`src/shared/acm_defs.svh`:
```
// register offsets, field positions and reset values of the comparator event block
`ifndef ACM_DEFS_SVH
`define ACM_DEFS_SVH

// register byte offsets
`define ACM_OFS_MUX_CTRL   8'h00
`define ACM_OFS_CTRL_STAT  8'h04
`define ACM_OFS_BUF_DIS    8'h08
`define ACM_OFS_IRQ_STAT   8'h0C
`define ACM_OFS_IRQ_CLEAR  8'h10
`define ACM_OFS_IRQ_EN     8'h14

// control and status field positions
`define ACM_CS_POWER_OFF   7
`define ACM_CS_BANDGAP     6
`define ACM_CS_RESULT      5
`define ACM_CS_FLAG        4
`define ACM_CS_IRQ_EN      3
`define ACM_CS_CAPTURE     2
`define ACM_CS_MODE_HI     1
`define ACM_CS_MODE_LO     0

// multiplexer control field positions
`define ACM_MX_MUX_EN      6
`define ACM_MX_TRIG_HI     2
`define ACM_MX_TRIG_LO     0

// buffer disable field positions
`define ACM_BD_NEG         1
`define ACM_BD_POS         0

// interrupt register field position
`define ACM_IRQ_EVENT      0

// reset values
`define ACM_RST_BYTE       8'h00
`define ACM_RST_MODE       2'h0
`define ACM_RST_TRIG       3'h0
`define ACM_RST_BUF        2'h0

`endif

```
`src/shared/acm_pkg.sv`:
```
// types shared by the comparator event block
`default_nettype none
package acm_pkg;

  // event mode field encodings
  typedef enum logic [1:0] {
    ACM_MODE_TOGGLE = 2'b00,
    ACM_MODE_RSVD   = 2'b01,
    ACM_MODE_FALL   = 2'b10,
    ACM_MODE_RISE   = 2'b11
  } acm_mode_e;

  // controls handed to the analog comparator and its input muxes
  typedef struct packed {
    logic       power_off;     // comparator supply switched off
    logic       bandgap_pos;   // reference replaces positive pin
    logic       neg_from_chan; // negative input taken from channel mux
    logic [2:0] neg_channel;   // analog channel used when above is set
    logic       neg_buf_off;   // negative pin digital buffer off
    logic       pos_buf_off;   // positive pin digital buffer off
  } acm_analog_s;

endpackage : acm_pkg
`default_nettype wire

```
`src/hw/acm_sync.sv`:
```
// two-flop synchroniser for levels arriving from outside the clock domain
`default_nettype none
module acm_sync #(
  parameter int WIDTH = 1
) (
  input  wire logic             pclk,
  input  wire logic             presetn,
  input  wire logic [WIDTH-1:0] async_in,
  output logic      [WIDTH-1:0] sync_out
);

  logic [WIDTH-1:0] meta_reg; // first stage, read only by second stage

  // two stages; only the second stage is visible to logic
  always_ff @(posedge pclk or negedge presetn) begin
    if (!presetn) begin
      meta_reg <= '0;
      sync_out <= '0;
    end else begin
      meta_reg <= async_in;
      sync_out <= meta_reg;
    end
  end

endmodule : acm_sync
`default_nettype wire

```
`src/hw/acm_edge.sv`:
```
// edge detector producing a one-cycle event for the selected comparator mode
`default_nettype none
`include "acm_defs.svh"
module acm_edge
  import acm_pkg::*;
(
  input  wire logic      pclk,
  input  wire logic      presetn,
  input  wire logic      level_in,
  input  wire acm_mode_e mode,
  output logic           event_pulse
);

  logic prev_reg; // level seen one cycle earlier
  logic rise;     // low to high this cycle
  logic fall;     // high to low this cycle

  // remember last cycle's level
  always_ff @(posedge pclk or negedge presetn) begin
    if (!presetn) begin
      prev_reg <= 1'b0;
    end else begin
      prev_reg <= level_in;
    end
  end

  assign rise = level_in & ~prev_reg;
  assign fall = ~level_in & prev_reg;

  // pick the event the mode asks for
  always_comb begin
    unique case (mode)
      ACM_MODE_TOGGLE: event_pulse = rise | fall;
      ACM_MODE_RSVD:   event_pulse = 1'b0;        // reserved, no event
      ACM_MODE_FALL:   event_pulse = fall;
      ACM_MODE_RISE:   event_pulse = rise;
    endcase
  end

endmodule : acm_edge
`default_nettype wire

```
`src/hw/acm_top.sv`:
```
// comparator event control: apb registers, sync, events, interrupt, mux steering
//
// The register offsets and the APB register port are this design's own decisions.
`default_nettype none
`include "acm_defs.svh"
module acm_top
  import acm_pkg::*;
(
  input  wire logic        pclk,                       // system clock
  input  wire logic        presetn,                    // async reset, low
  input  wire logic        psel,                       // apb select
  input  wire logic        penable,                    // apb access phase
  input  wire logic        pwrite,                     // apb direction
  input  wire logic [7:0]  paddr,                      // apb byte address
  input  wire logic [31:0] pwdata,                     // apb write data
  output logic      [31:0] prdata,                     // apb read data
  output logic             pready,                     // apb ready
  output logic             pslverr,                    // apb error
  input  wire logic        comp_raw,                   // analog comparator output
  input  wire logic [1:0]  pin_digital_in,             // pin buffers, neg/pos
  input  wire logic        converter_enable,           // converter is on
  input  wire logic [2:0]  channel_select_bits,        // converter channel field
  input  wire logic        global_irq_enable,          // cpu global enable
  input  wire logic        irq_ack,                    // vector taken pulse
  output acm_analog_s      analog_ctrl,                // controls to analog side
  output logic             capture_out,                // to timer capture front end
  output logic [1:0]       pin_digital_read,           // port input bits
  output logic [2:0]       auto_trigger_source_select, // to converter
  output logic             irq                         // interrupt request
);

  // ------------------------------------------------------------------
  // software-visible state
  // ------------------------------------------------------------------
  logic       mux_en_reg;     // negative mux enable
  logic [2:0] trig_reg;       // converter trigger source field
  logic       power_off_reg;  // comparator power off
  logic       bandgap_reg;    // bandgap on positive input
  logic       flag_reg;       // sticky compare event flag
  logic       irq_en_reg;     // compare interrupt enable
  logic       capture_reg;    // capture route enable
  acm_mode_e  mode_reg;       // event mode
  logic [1:0] buf_dis_reg;    // pin buffer disable bits

  // ------------------------------------------------------------------
  // internal signals
  // ------------------------------------------------------------------
  logic       comp_sync;      // synchronised comparator output
  logic [1:0] pin_sync;       // synchronised pin levels
  logic       result;         // readable compare result
  logic       event_pulse;    // selected event this cycle
  logic       setup;          // apb setup phase
  logic       wr_access;      // write taking effect this edge
  logic       flag_clear;     // any clear request this cycle
  logic       cs_wr;          // write to control/status
  logic [7:0] cs_wbyte;       // low byte of write data
  logic [31:0] rd_value;      // read mux output
  logic       addr_ok;        // address maps to a register

  // true when the address hits the given register offset
  function automatic logic hit(input logic [7:0] a, input logic [7:0] ofs);
    hit = (a == ofs);
  endfunction : hit

  // true when the address hits any mapped register
  function automatic logic mapped(input logic [7:0] a);
    mapped = hit(a, `ACM_OFS_MUX_CTRL) | hit(a, `ACM_OFS_CTRL_STAT) |
             hit(a, `ACM_OFS_BUF_DIS)  | hit(a, `ACM_OFS_IRQ_STAT)  |
             hit(a, `ACM_OFS_IRQ_CLEAR) | hit(a, `ACM_OFS_IRQ_EN);
  endfunction : mapped

  // ------------------------------------------------------------------
  // synchronisers for pin-side levels
  // ------------------------------------------------------------------
  acm_sync #(
    .WIDTH (1)
  ) u_comp_sync (
    .pclk     (pclk),
    .presetn  (presetn),
    .async_in (comp_raw),
    .sync_out (comp_sync)
  );

  acm_sync #(
    .WIDTH (2)
  ) u_pin_sync (
    .pclk     (pclk),
    .presetn  (presetn),
    .async_in (pin_digital_in),
    .sync_out (pin_sync)
  );

  // a powered-off comparator reports low; the analog output is meaningless
  assign result = comp_sync & ~power_off_reg;

  // ------------------------------------------------------------------
  // event detection
  // ------------------------------------------------------------------
  acm_edge u_edge (
    .pclk        (pclk),
    .presetn     (presetn),
    .level_in    (result),
    .mode        (mode_reg),
    .event_pulse (event_pulse)
  );

  // ------------------------------------------------------------------
  // apb decode
  // ------------------------------------------------------------------
  assign setup     = psel & ~penable;
  assign wr_access = psel & penable & pwrite & pready;
  assign cs_wr     = wr_access & hit(paddr, `ACM_OFS_CTRL_STAT);
  assign cs_wbyte  = pwdata[7:0];
  assign addr_ok   = mapped(paddr);

  // zero-wait slave: every access completes in its first access cycle
  assign pready  = 1'b1;
  // unmapped addresses answer with an error and no side effect
  assign pslverr = psel & penable & ~addr_ok;

  // ------------------------------------------------------------------
  // multiplexer control register
  // ------------------------------------------------------------------
  always_ff @(posedge pclk or negedge presetn) begin
    if (!presetn) begin
      mux_en_reg <= 1'b0;
      trig_reg   <= `ACM_RST_TRIG;
    end else if (wr_access && hit(paddr, `ACM_OFS_MUX_CTRL)) begin
      mux_en_reg <= pwdata[`ACM_MX_MUX_EN];
      trig_reg   <= pwdata[`ACM_MX_TRIG_HI:`ACM_MX_TRIG_LO];
    end
  end

  // ------------------------------------------------------------------
  // control/status register fields other than the flag
  // ------------------------------------------------------------------
  always_ff @(posedge pclk or negedge presetn) begin
    if (!presetn) begin
      power_off_reg <= 1'b0;
      bandgap_reg   <= 1'b0;
      irq_en_reg    <= 1'b0;
      capture_reg   <= 1'b0;
      mode_reg      <= ACM_MODE_TOGGLE;
    end else if (cs_wr) begin
      // power off may change any time; software masks the irq first
      power_off_reg <= cs_wbyte[`ACM_CS_POWER_OFF];
      bandgap_reg   <= cs_wbyte[`ACM_CS_BANDGAP];
      irq_en_reg    <= cs_wbyte[`ACM_CS_IRQ_EN];
      capture_reg   <= cs_wbyte[`ACM_CS_CAPTURE];
      mode_reg      <= acm_mode_e'(cs_wbyte[`ACM_CS_MODE_HI:`ACM_CS_MODE_LO]);
    end else if (wr_access && hit(paddr, `ACM_OFS_IRQ_EN)) begin
      // the enable register is an alias of the enable field
      irq_en_reg    <= pwdata[`ACM_IRQ_EVENT];
    end
  end

  // ------------------------------------------------------------------
  // sticky event flag
  // ------------------------------------------------------------------
  // cleared by vector taken, write-one to the flag, or the clear register
  assign flag_clear = irq_ack |
                      (cs_wr & cs_wbyte[`ACM_CS_FLAG]) |
                      (wr_access & hit(paddr, `ACM_OFS_IRQ_CLEAR) &
                       pwdata[`ACM_IRQ_EVENT]);

  // a new event in the clearing cycle keeps the flag set
  always_ff @(posedge pclk or negedge presetn) begin
    if (!presetn) begin
      flag_reg <= 1'b0;
    end else if (event_pulse) begin
      flag_reg <= 1'b1;
    end else if (flag_clear) begin
      flag_reg <= 1'b0;
    end
  end

  // ------------------------------------------------------------------
  // buffer disable register
  // ------------------------------------------------------------------
  always_ff @(posedge pclk or negedge presetn) begin
    if (!presetn) begin
      buf_dis_reg <= `ACM_RST_BUF;
    end else if (wr_access && hit(paddr, `ACM_OFS_BUF_DIS)) begin
      // only the two low bits hold state; the rest are not stored
      buf_dis_reg <= pwdata[`ACM_BD_NEG:`ACM_BD_POS];
    end
  end

  // ------------------------------------------------------------------
  // read mux
  // ------------------------------------------------------------------
  always_comb begin
    rd_value = '0;
    if (hit(paddr, `ACM_OFS_MUX_CTRL)) begin
      rd_value[`ACM_MX_MUX_EN]                 = mux_en_reg;
      rd_value[`ACM_MX_TRIG_HI:`ACM_MX_TRIG_LO] = trig_reg;
    end else if (hit(paddr, `ACM_OFS_CTRL_STAT)) begin
      rd_value[`ACM_CS_POWER_OFF] = power_off_reg;
      rd_value[`ACM_CS_BANDGAP]   = bandgap_reg;
      rd_value[`ACM_CS_RESULT]    = result;
      rd_value[`ACM_CS_FLAG]      = flag_reg;
      rd_value[`ACM_CS_IRQ_EN]    = irq_en_reg;
      rd_value[`ACM_CS_CAPTURE]   = capture_reg;
      rd_value[`ACM_CS_MODE_HI:`ACM_CS_MODE_LO] = mode_reg;
    end else if (hit(paddr, `ACM_OFS_BUF_DIS)) begin
      // upper bits stay zero
      rd_value[`ACM_BD_NEG:`ACM_BD_POS] = buf_dis_reg;
    end else if (hit(paddr, `ACM_OFS_IRQ_STAT)) begin
      rd_value[`ACM_IRQ_EVENT] = flag_reg;
    end else if (hit(paddr, `ACM_OFS_IRQ_EN)) begin
      rd_value[`ACM_IRQ_EVENT] = irq_en_reg;
    end
    // clear register and unmapped addresses read zero
  end

  // read data captured in the setup phase, stable through access
  always_ff @(posedge pclk or negedge presetn) begin
    if (!presetn) begin
      prdata <= '0;
    end else if (setup && !pwrite) begin
      prdata <= rd_value;
    end
  end

  // ------------------------------------------------------------------
  // interrupt request
  // ------------------------------------------------------------------
  // level request while flag, local enable and global enable all set
  always_ff @(posedge pclk or negedge presetn) begin
    if (!presetn) begin
      irq <= 1'b0;
    end else begin
      irq <= flag_reg & irq_en_reg & global_irq_enable;
    end
  end

  // ------------------------------------------------------------------
  // capture routing
  // ------------------------------------------------------------------
  // the timer front end applies its own filter and edge choice
  always_ff @(posedge pclk or negedge presetn) begin
    if (!presetn) begin
      capture_out <= 1'b0;
    end else begin
      capture_out <= capture_reg & result;
    end
  end

  // ------------------------------------------------------------------
  // port input bits
  // ------------------------------------------------------------------
  // a disabled buffer reads as zero
  always_ff @(posedge pclk or negedge presetn) begin
    if (!presetn) begin
      pin_digital_read <= '0;
    end else begin
      pin_digital_read <= pin_sync & ~buf_dis_reg;
    end
  end

  // ------------------------------------------------------------------
  // analog steering
  // ------------------------------------------------------------------
  // channel mux only reaches the comparator while the converter is off
  always_ff @(posedge pclk or negedge presetn) begin
    if (!presetn) begin
      analog_ctrl <= '0;
    end else begin
      analog_ctrl.power_off     <= power_off_reg;
      analog_ctrl.bandgap_pos   <= bandgap_reg;
      analog_ctrl.neg_from_chan <= mux_en_reg & ~converter_enable;
      analog_ctrl.neg_channel   <= channel_select_bits;
      analog_ctrl.neg_buf_off   <= buf_dis_reg[`ACM_BD_NEG];
      analog_ctrl.pos_buf_off   <= buf_dis_reg[`ACM_BD_POS];
    end
  end

  // trigger source field handed to the converter
  always_ff @(posedge pclk or negedge presetn) begin
    if (!presetn) begin
      auto_trigger_source_select <= `ACM_RST_TRIG;
    end else begin
      auto_trigger_source_select <= trig_reg;
    end
  end

endmodule : acm_top
`default_nettype wire

```
`config.mk`:
```
export PLATFORM = sky130hd
export DESIGN_NAME = acm_top
export DESIGN_NICKNAME = d
export VERILOG_FILES = /design/src/shared/acm_pkg.sv /design/src/hw/acm_sync.sv /design/src/hw/acm_edge.sv /design/src/hw/acm_top.sv
export VERILOG_INCLUDE_DIRS = /design/src /design/src/shared
export SDC_FILE = /design/constraint.sdc
export NUM_CORES = 1
export LEC_CHECK = 0
export BUFFER_PORTS_ARGS = -buffer_cell sky130_fd_sc_hd__buf_2
export CORE_MARGIN = 3
export CORE_UTILIZATION = 44
export DETAILED_ROUTE_END_ITERATION = 7
export PLACE_DENSITY = 0.79
export SYNTH_ARGS = -nofsm -noshare
export SYNTH_HDL_FRONTEND = slang
export SYNTH_SLANG_ARGS = --single-unit
export TNS_END_PERCENT = 20
```
`constraint.sdc`:
```
create_clock -name pclk -period 1.7 [get_ports pclk]
set_input_delay 0.34 -clock pclk [delete_from_list [all_inputs] [get_ports pclk]]
set_output_delay 0.34 -clock pclk [all_outputs]
set_load 0.01 [all_outputs]
```
# After elaboration in Yosys (flattened, before gate mapping)
# Index checks and enable logic that the tools add are counted.
# Widths: inputs -> output; s select.
# classes
n_reduce_logical	9
mux	15
bitwise_logic	31
eq_ne	8
# ops
cell	count
$eq 8x4->1 const B	2
$eq 8x5->1 const B	2
$and 1x1->1	15
$mux 1	10
$eq 8x3->1 const B	1
$logic_not 8->1	1
$or 1x1->1	8
$mux 3	2
$mux 6	1
$not 1->1	6
$eq 2x2->1 const B	2
$logic_and 1x1->1	4
$pmux 1 s4	1
$reduce_bool 2->1	2
$and 2x2->2	1
$eq 2x1->1 const B	1
$logic_not 2->1	1
$mux 2	1
$not 2->2	1
$logic_not 1->1	1
# totals
regBits	43
wordCells	88
output_inout_bits	49

# Depth between registers and ports, before layout
# depth
ltp_word	8
depth_mapped	6
mapped_depth_nobuf	6

# Hierarchy
# From an unflattened synthesis, not the netlist that was laid out.
# unflattened
cells_unflattened	159
hier_area_um2	1874.3
# by_module_without_submodules
mod	area_each_um2	cells_each	instances
acm_top	1642.8	145	1
acm_sync at u_pin_sync	100.1	4	1
acm_edge	81.3	8	1
acm_sync at u_comp_sync	50.0	2	1

# Least setup slack after synthesis
# Ideal clock, no wire load.
# synth_path
path_kind	input -> register
startpoint	in paddr[5]
endpoint	reg mux_en_reg
arrival_time_ns	1.528
setup_slack_ns	0.047
cell_stages	5
required_time_ns	1.575
setup_ns	0.125
n_path_buf	1
cell_sequence	or4_4 nor2b_2 buf_6 nand2_4 mux2_4
# synth_between
elab_chain_cells	2
# synth_lines
item	line_no	source
start, declared	acm_top.sv:14	input wire logic [7:0] paddr,
$logic_not 8->1	acm_top.sv:62	hit = (a == ofs);
$logic_and 1x1->1	acm_top.sv:128	end else if (wr_access && hit(paddr, `ACM_OFS_MUX_CTRL)) begin
end signal, assigned	acm_top.sv:129	mux_en_reg <= pwdata[`ACM_MX_MUX_EN];
end, declared	acm_top.sv:35	logic mux_en_reg;
# No other way between the ends.
# A chain may end at the register's enable or synchronous reset.

# Worst setup path after layout
# layout_path
startpoint	in paddr[6]
endpoint	out pslverr
# layout_between
elab_chain_cells	8
# layout_lines
item	line_no	source
$eq 8x3->1 / $logic_not 8->1 (equally long branches)	acm_top.sv:62	
$or 1x1->1 (4 in series)	acm_top.sv:67	mapped = hit(a, `ACM_OFS_MUX_CTRL) | hit(a, `ACM_OFS_CTRL_STAT) |
$or 1x1->1 *	acm_top.sv:67	
$not 1->1 *	acm_top.sv:119	assign pslverr = psel & penable & ~addr_ok;
$and 1x1->1 *	acm_top.sv:119	
end, declared	acm_top.sv:18	output logic pslverr,
# Mark *: on every way between the ends. The rest lies on a longest branch, timed or not.

==> results by group <==
Layout
  – Fin nets: 275
  – Util after Layout: 0.558
  – Top Registers: analog_ctrl: 8 flops, prdata: 8 flops
  – Fillcell total: 350
  – # diodes: 0
  – Final Cell Area: 2280 um2
  – Layout cells sized above 1: 0.408
  – Syn-to-layout area delta: 20.5%

Route
  – DRC viols: 0
  – Via/cell ratio: 4.65
  – Pre-antenna DRT Iters: 4
  – Routed wire length: 3.50 mm
  – Antenna Violating Nets Remaining: 0
  – Via count: 1247
  – Routed WL per cell: 13.0 um
  – Initial DRC Count: 88

Critical path
  – R2r setup slk: 260 ps
  – Ordered list of cells on the worst path: buf_6, or4_4, nor3_4, nor3_2, buf_2
  – Slowest cell on crit path: or4_4
  – Worst-path fanout max: 2
  – CP Data Required Time: 1360 ps
  – Setup crit start: paddr[6]
  – Critical Path Start Type: input pin
  – FF-to-FF Start: power_off_reg$_DFFE_PN0N_
  – Worst Path Arrival: 1330 ps
  – Worst flop-to-flop path endpoint: flag_reg$_DFFE_PN0P_
  – Crit Path Class: in2out
  – Crit path largest cell delay: 550 ps
  – FF-to-FF path depth: 6
  – Critical path endpoint category: output pin

Placed design
  – Port bufs: 52
  – Worst slack at placement: -129 ps
  – Hpwl dp: 2.54 mm
  – GP Congestion: 0.888
  – Post-DP Area: 2160 um2

Timing
  – Slew @ Worst Pin: 527 ps
  – Final Slew Violations: 0
  – FMAX: 600 MHz
  – Setup violations, final: 0
  – Aggregate negative setup slack: 0 ps
  – Final Hold Vio Count: 0
  – Clk_skew: 5.45 ps
  – Final period utilization: 0.981
  – RSZ-0062 raised after global routing: false
  – Setup WS post-layout: 33.1 ps
  – Slew HR: 0.648
  – Tmin final: 1670 ps

Synth
  – Sequential share of the synthesized area: 0.569
  – Synth async-reset ratio: 1.00
  – Post-synth top flop: dfrtp_1
  – Yosys warnings: 0
  – Mapped Avg Cell Area: 12.4 um2
  – Post-synth EDFFs: 0
  – Synth unique cells: 33
  – Post-synthesis instance area: 1890 um2
  – Gate Count Post-Synth: 152
  – Register bit total from synthesis: 43

CTS
  – CTS tree: built
  – H-tree depth: 2
  – Clk buf depth: 2
  – # hold bufs at CTS: 0
  – CTS Buf Count: 5
  – Sink Count: 43
  – Worst skew pair latency: 290 ps
  – Root buf cell: clkbuf_8
  – Clk slew on worst S/H paths: 70 ps

Floorplanning
  – # IOs: 103
  – Initial Util: 0.463
  – Cell Rows: 23
  – Die X: 71.6 um
  – Die Area: 5120 um2
  – Die Y: 71.6 um
  – Floorplan Core Area: 4090 um2

Pwr
  – Pwr Density: 795 nW/um2
  – Peak supply drop: 363 uV
  – Leak pwr: 0.00128 uW

GRT
  – First-pass GRT wire length: 5.52 mm
  – Vias in the first global route: 1126
  – Initial antenna violation count: 0
  – Total GRT Usage: 0.141
  – Overflow after GRT: 0
  – Largest net degree at the start of global routing: 44

Min path
  – Min-Delay Path Class: in2async

Run status
  – Status: finished clean

Run
  – Max Cap Viol: 0
==> worst max-delay path, delay by kind of cell <==
kind	cells	cell delay (ps)
simple gates	3	760
buf+inv	2	230
==> cells by family (layout without fill, tap and decap cells) <==
logic type / Yosys count / after routing / share of synthesized area
AOI/OAI and AO/OA: 15 / 15 / 0.0556
adders and majority gates: 2 / 2 / 0.0132
buffers and inverters: 33 / 76 / 0.119
DFF: 43 / 43 / 0.569
muxes: 16 / 16 / 0.110
other: 2 / 25 / 0.00397
and+or+nand+nor: 41 / 41 / 0.130
==> cells in the mapped netlist, types with 2 or more instances <==
cell type  count  area (um2)
nor3_1         3        15.0
mux2i_1        5        50.1
ha_1           2        25.0
inv_1          5        18.8
conb_1         2        7.51
and3_1         2        12.5
nor2b_1        4        25.0
nand2_4        2        22.5
nand2b_1       2        12.5
o31ai_1        4        30.0
mux2_2         2        22.5
nand3_1        9        45.0
dfrtp_1       43        1080
clkbuf_1       2        7.51
nand2_1       12        45.0
mux2_4         9         135
o21ai_0        4        20.0
buf_4         25         188
==> worst max path at each step <==
stage / slack (ps) / cells past startpoint / end
final: 30 / 5 / pslverr
after global routing: 1 / 5 / pslverr
after CTS: -30 / 5 / pslverr
after detailed placement: -130 / 6 / trig_reg[1]$_DFFE_PN0P_
after global placement: -110 / 6 / trig_reg[2]$_DFFE_PN0P_
after floorplan: 50 / 5 / mux_en_reg$_DFFE_PN0P_
==> routing by layer <==
layer / track usage / part of all wire / vias to the layer above
met5: 0 / 0 / -
met4: 0.0501 / 0.0063 / 0
met3: 0.0435 / 0.084 / 4
met2: 0.224 / 0.49 / 50
met1: 0.181 / 0.42 / 594
li1: - / - / 599
==> area by class of cell <==
type | instances | area, um2 | area share
well taps | 50 | 62.6 | 0.0274
clock inverters | 1 | 7.51 | 0.00329
flip-flops and latches | 43 | 1080 | 0.472
clock buffers | 5 | 68.8 | 0.0302
repair buffers | 65 | 364 | 0.160
multi-input cells | 99 | 682 | 0.299
inverters | 5 | 18.8 | 0.00823
==> through the flow <==
step	instances	power (uW)	hold slack, ps
6_report	268	1810	120
5_1_grt	268	1900	142
4_1_cts	267	1830	126
3_5_place_dp	258	1240	336
3_3_place_gp	258	1240	333
2_1_floorplan	175	1190	44.4
==> what timing repair did <==
action | in CTS | in global routing
endpoints found under the setup margin | 1 | 1
pin swaps | 3 | 1
gates resized for setup | 1 | 1
buffers inserted | 3 | 1
==> layout by cell type (no fill, tap or decap), types with 2 or more instances in the layout <==
cell | Yosys | layout
and3_1 | 2 | 2
buf_2 | 0 | 51
buf_4 | 25 | 13
clkbuf_8 | 0 | 5
conb_1 | 2 | 25
dfrtp_1 | 43 | 43
ha_1 | 2 | 2
inv_1 | 5 | 5
mux2_2 | 2 | 2
mux2_4 | 9 | 9
mux2i_1 | 5 | 5
nand2_1 | 12 | 12
nand2_4 | 2 | 2
nand2b_1 | 2 | 2
nand3_1 | 9 | 9
nor2b_1 | 4 | 4
nor3_1 | 3 | 2
o21ai_0 | 4 | 4
o31ai_1 | 4 | 4
==> power breakdown <==
group | switching (uW) | leakage [uW] | internal, uW
sequential | 11.2 | 0.000569 | 1050
combinational | 103 | 0.000673 | 63.1
clock | 314 | 0.0000361 | 272
(Power assumes the default switching activity.)
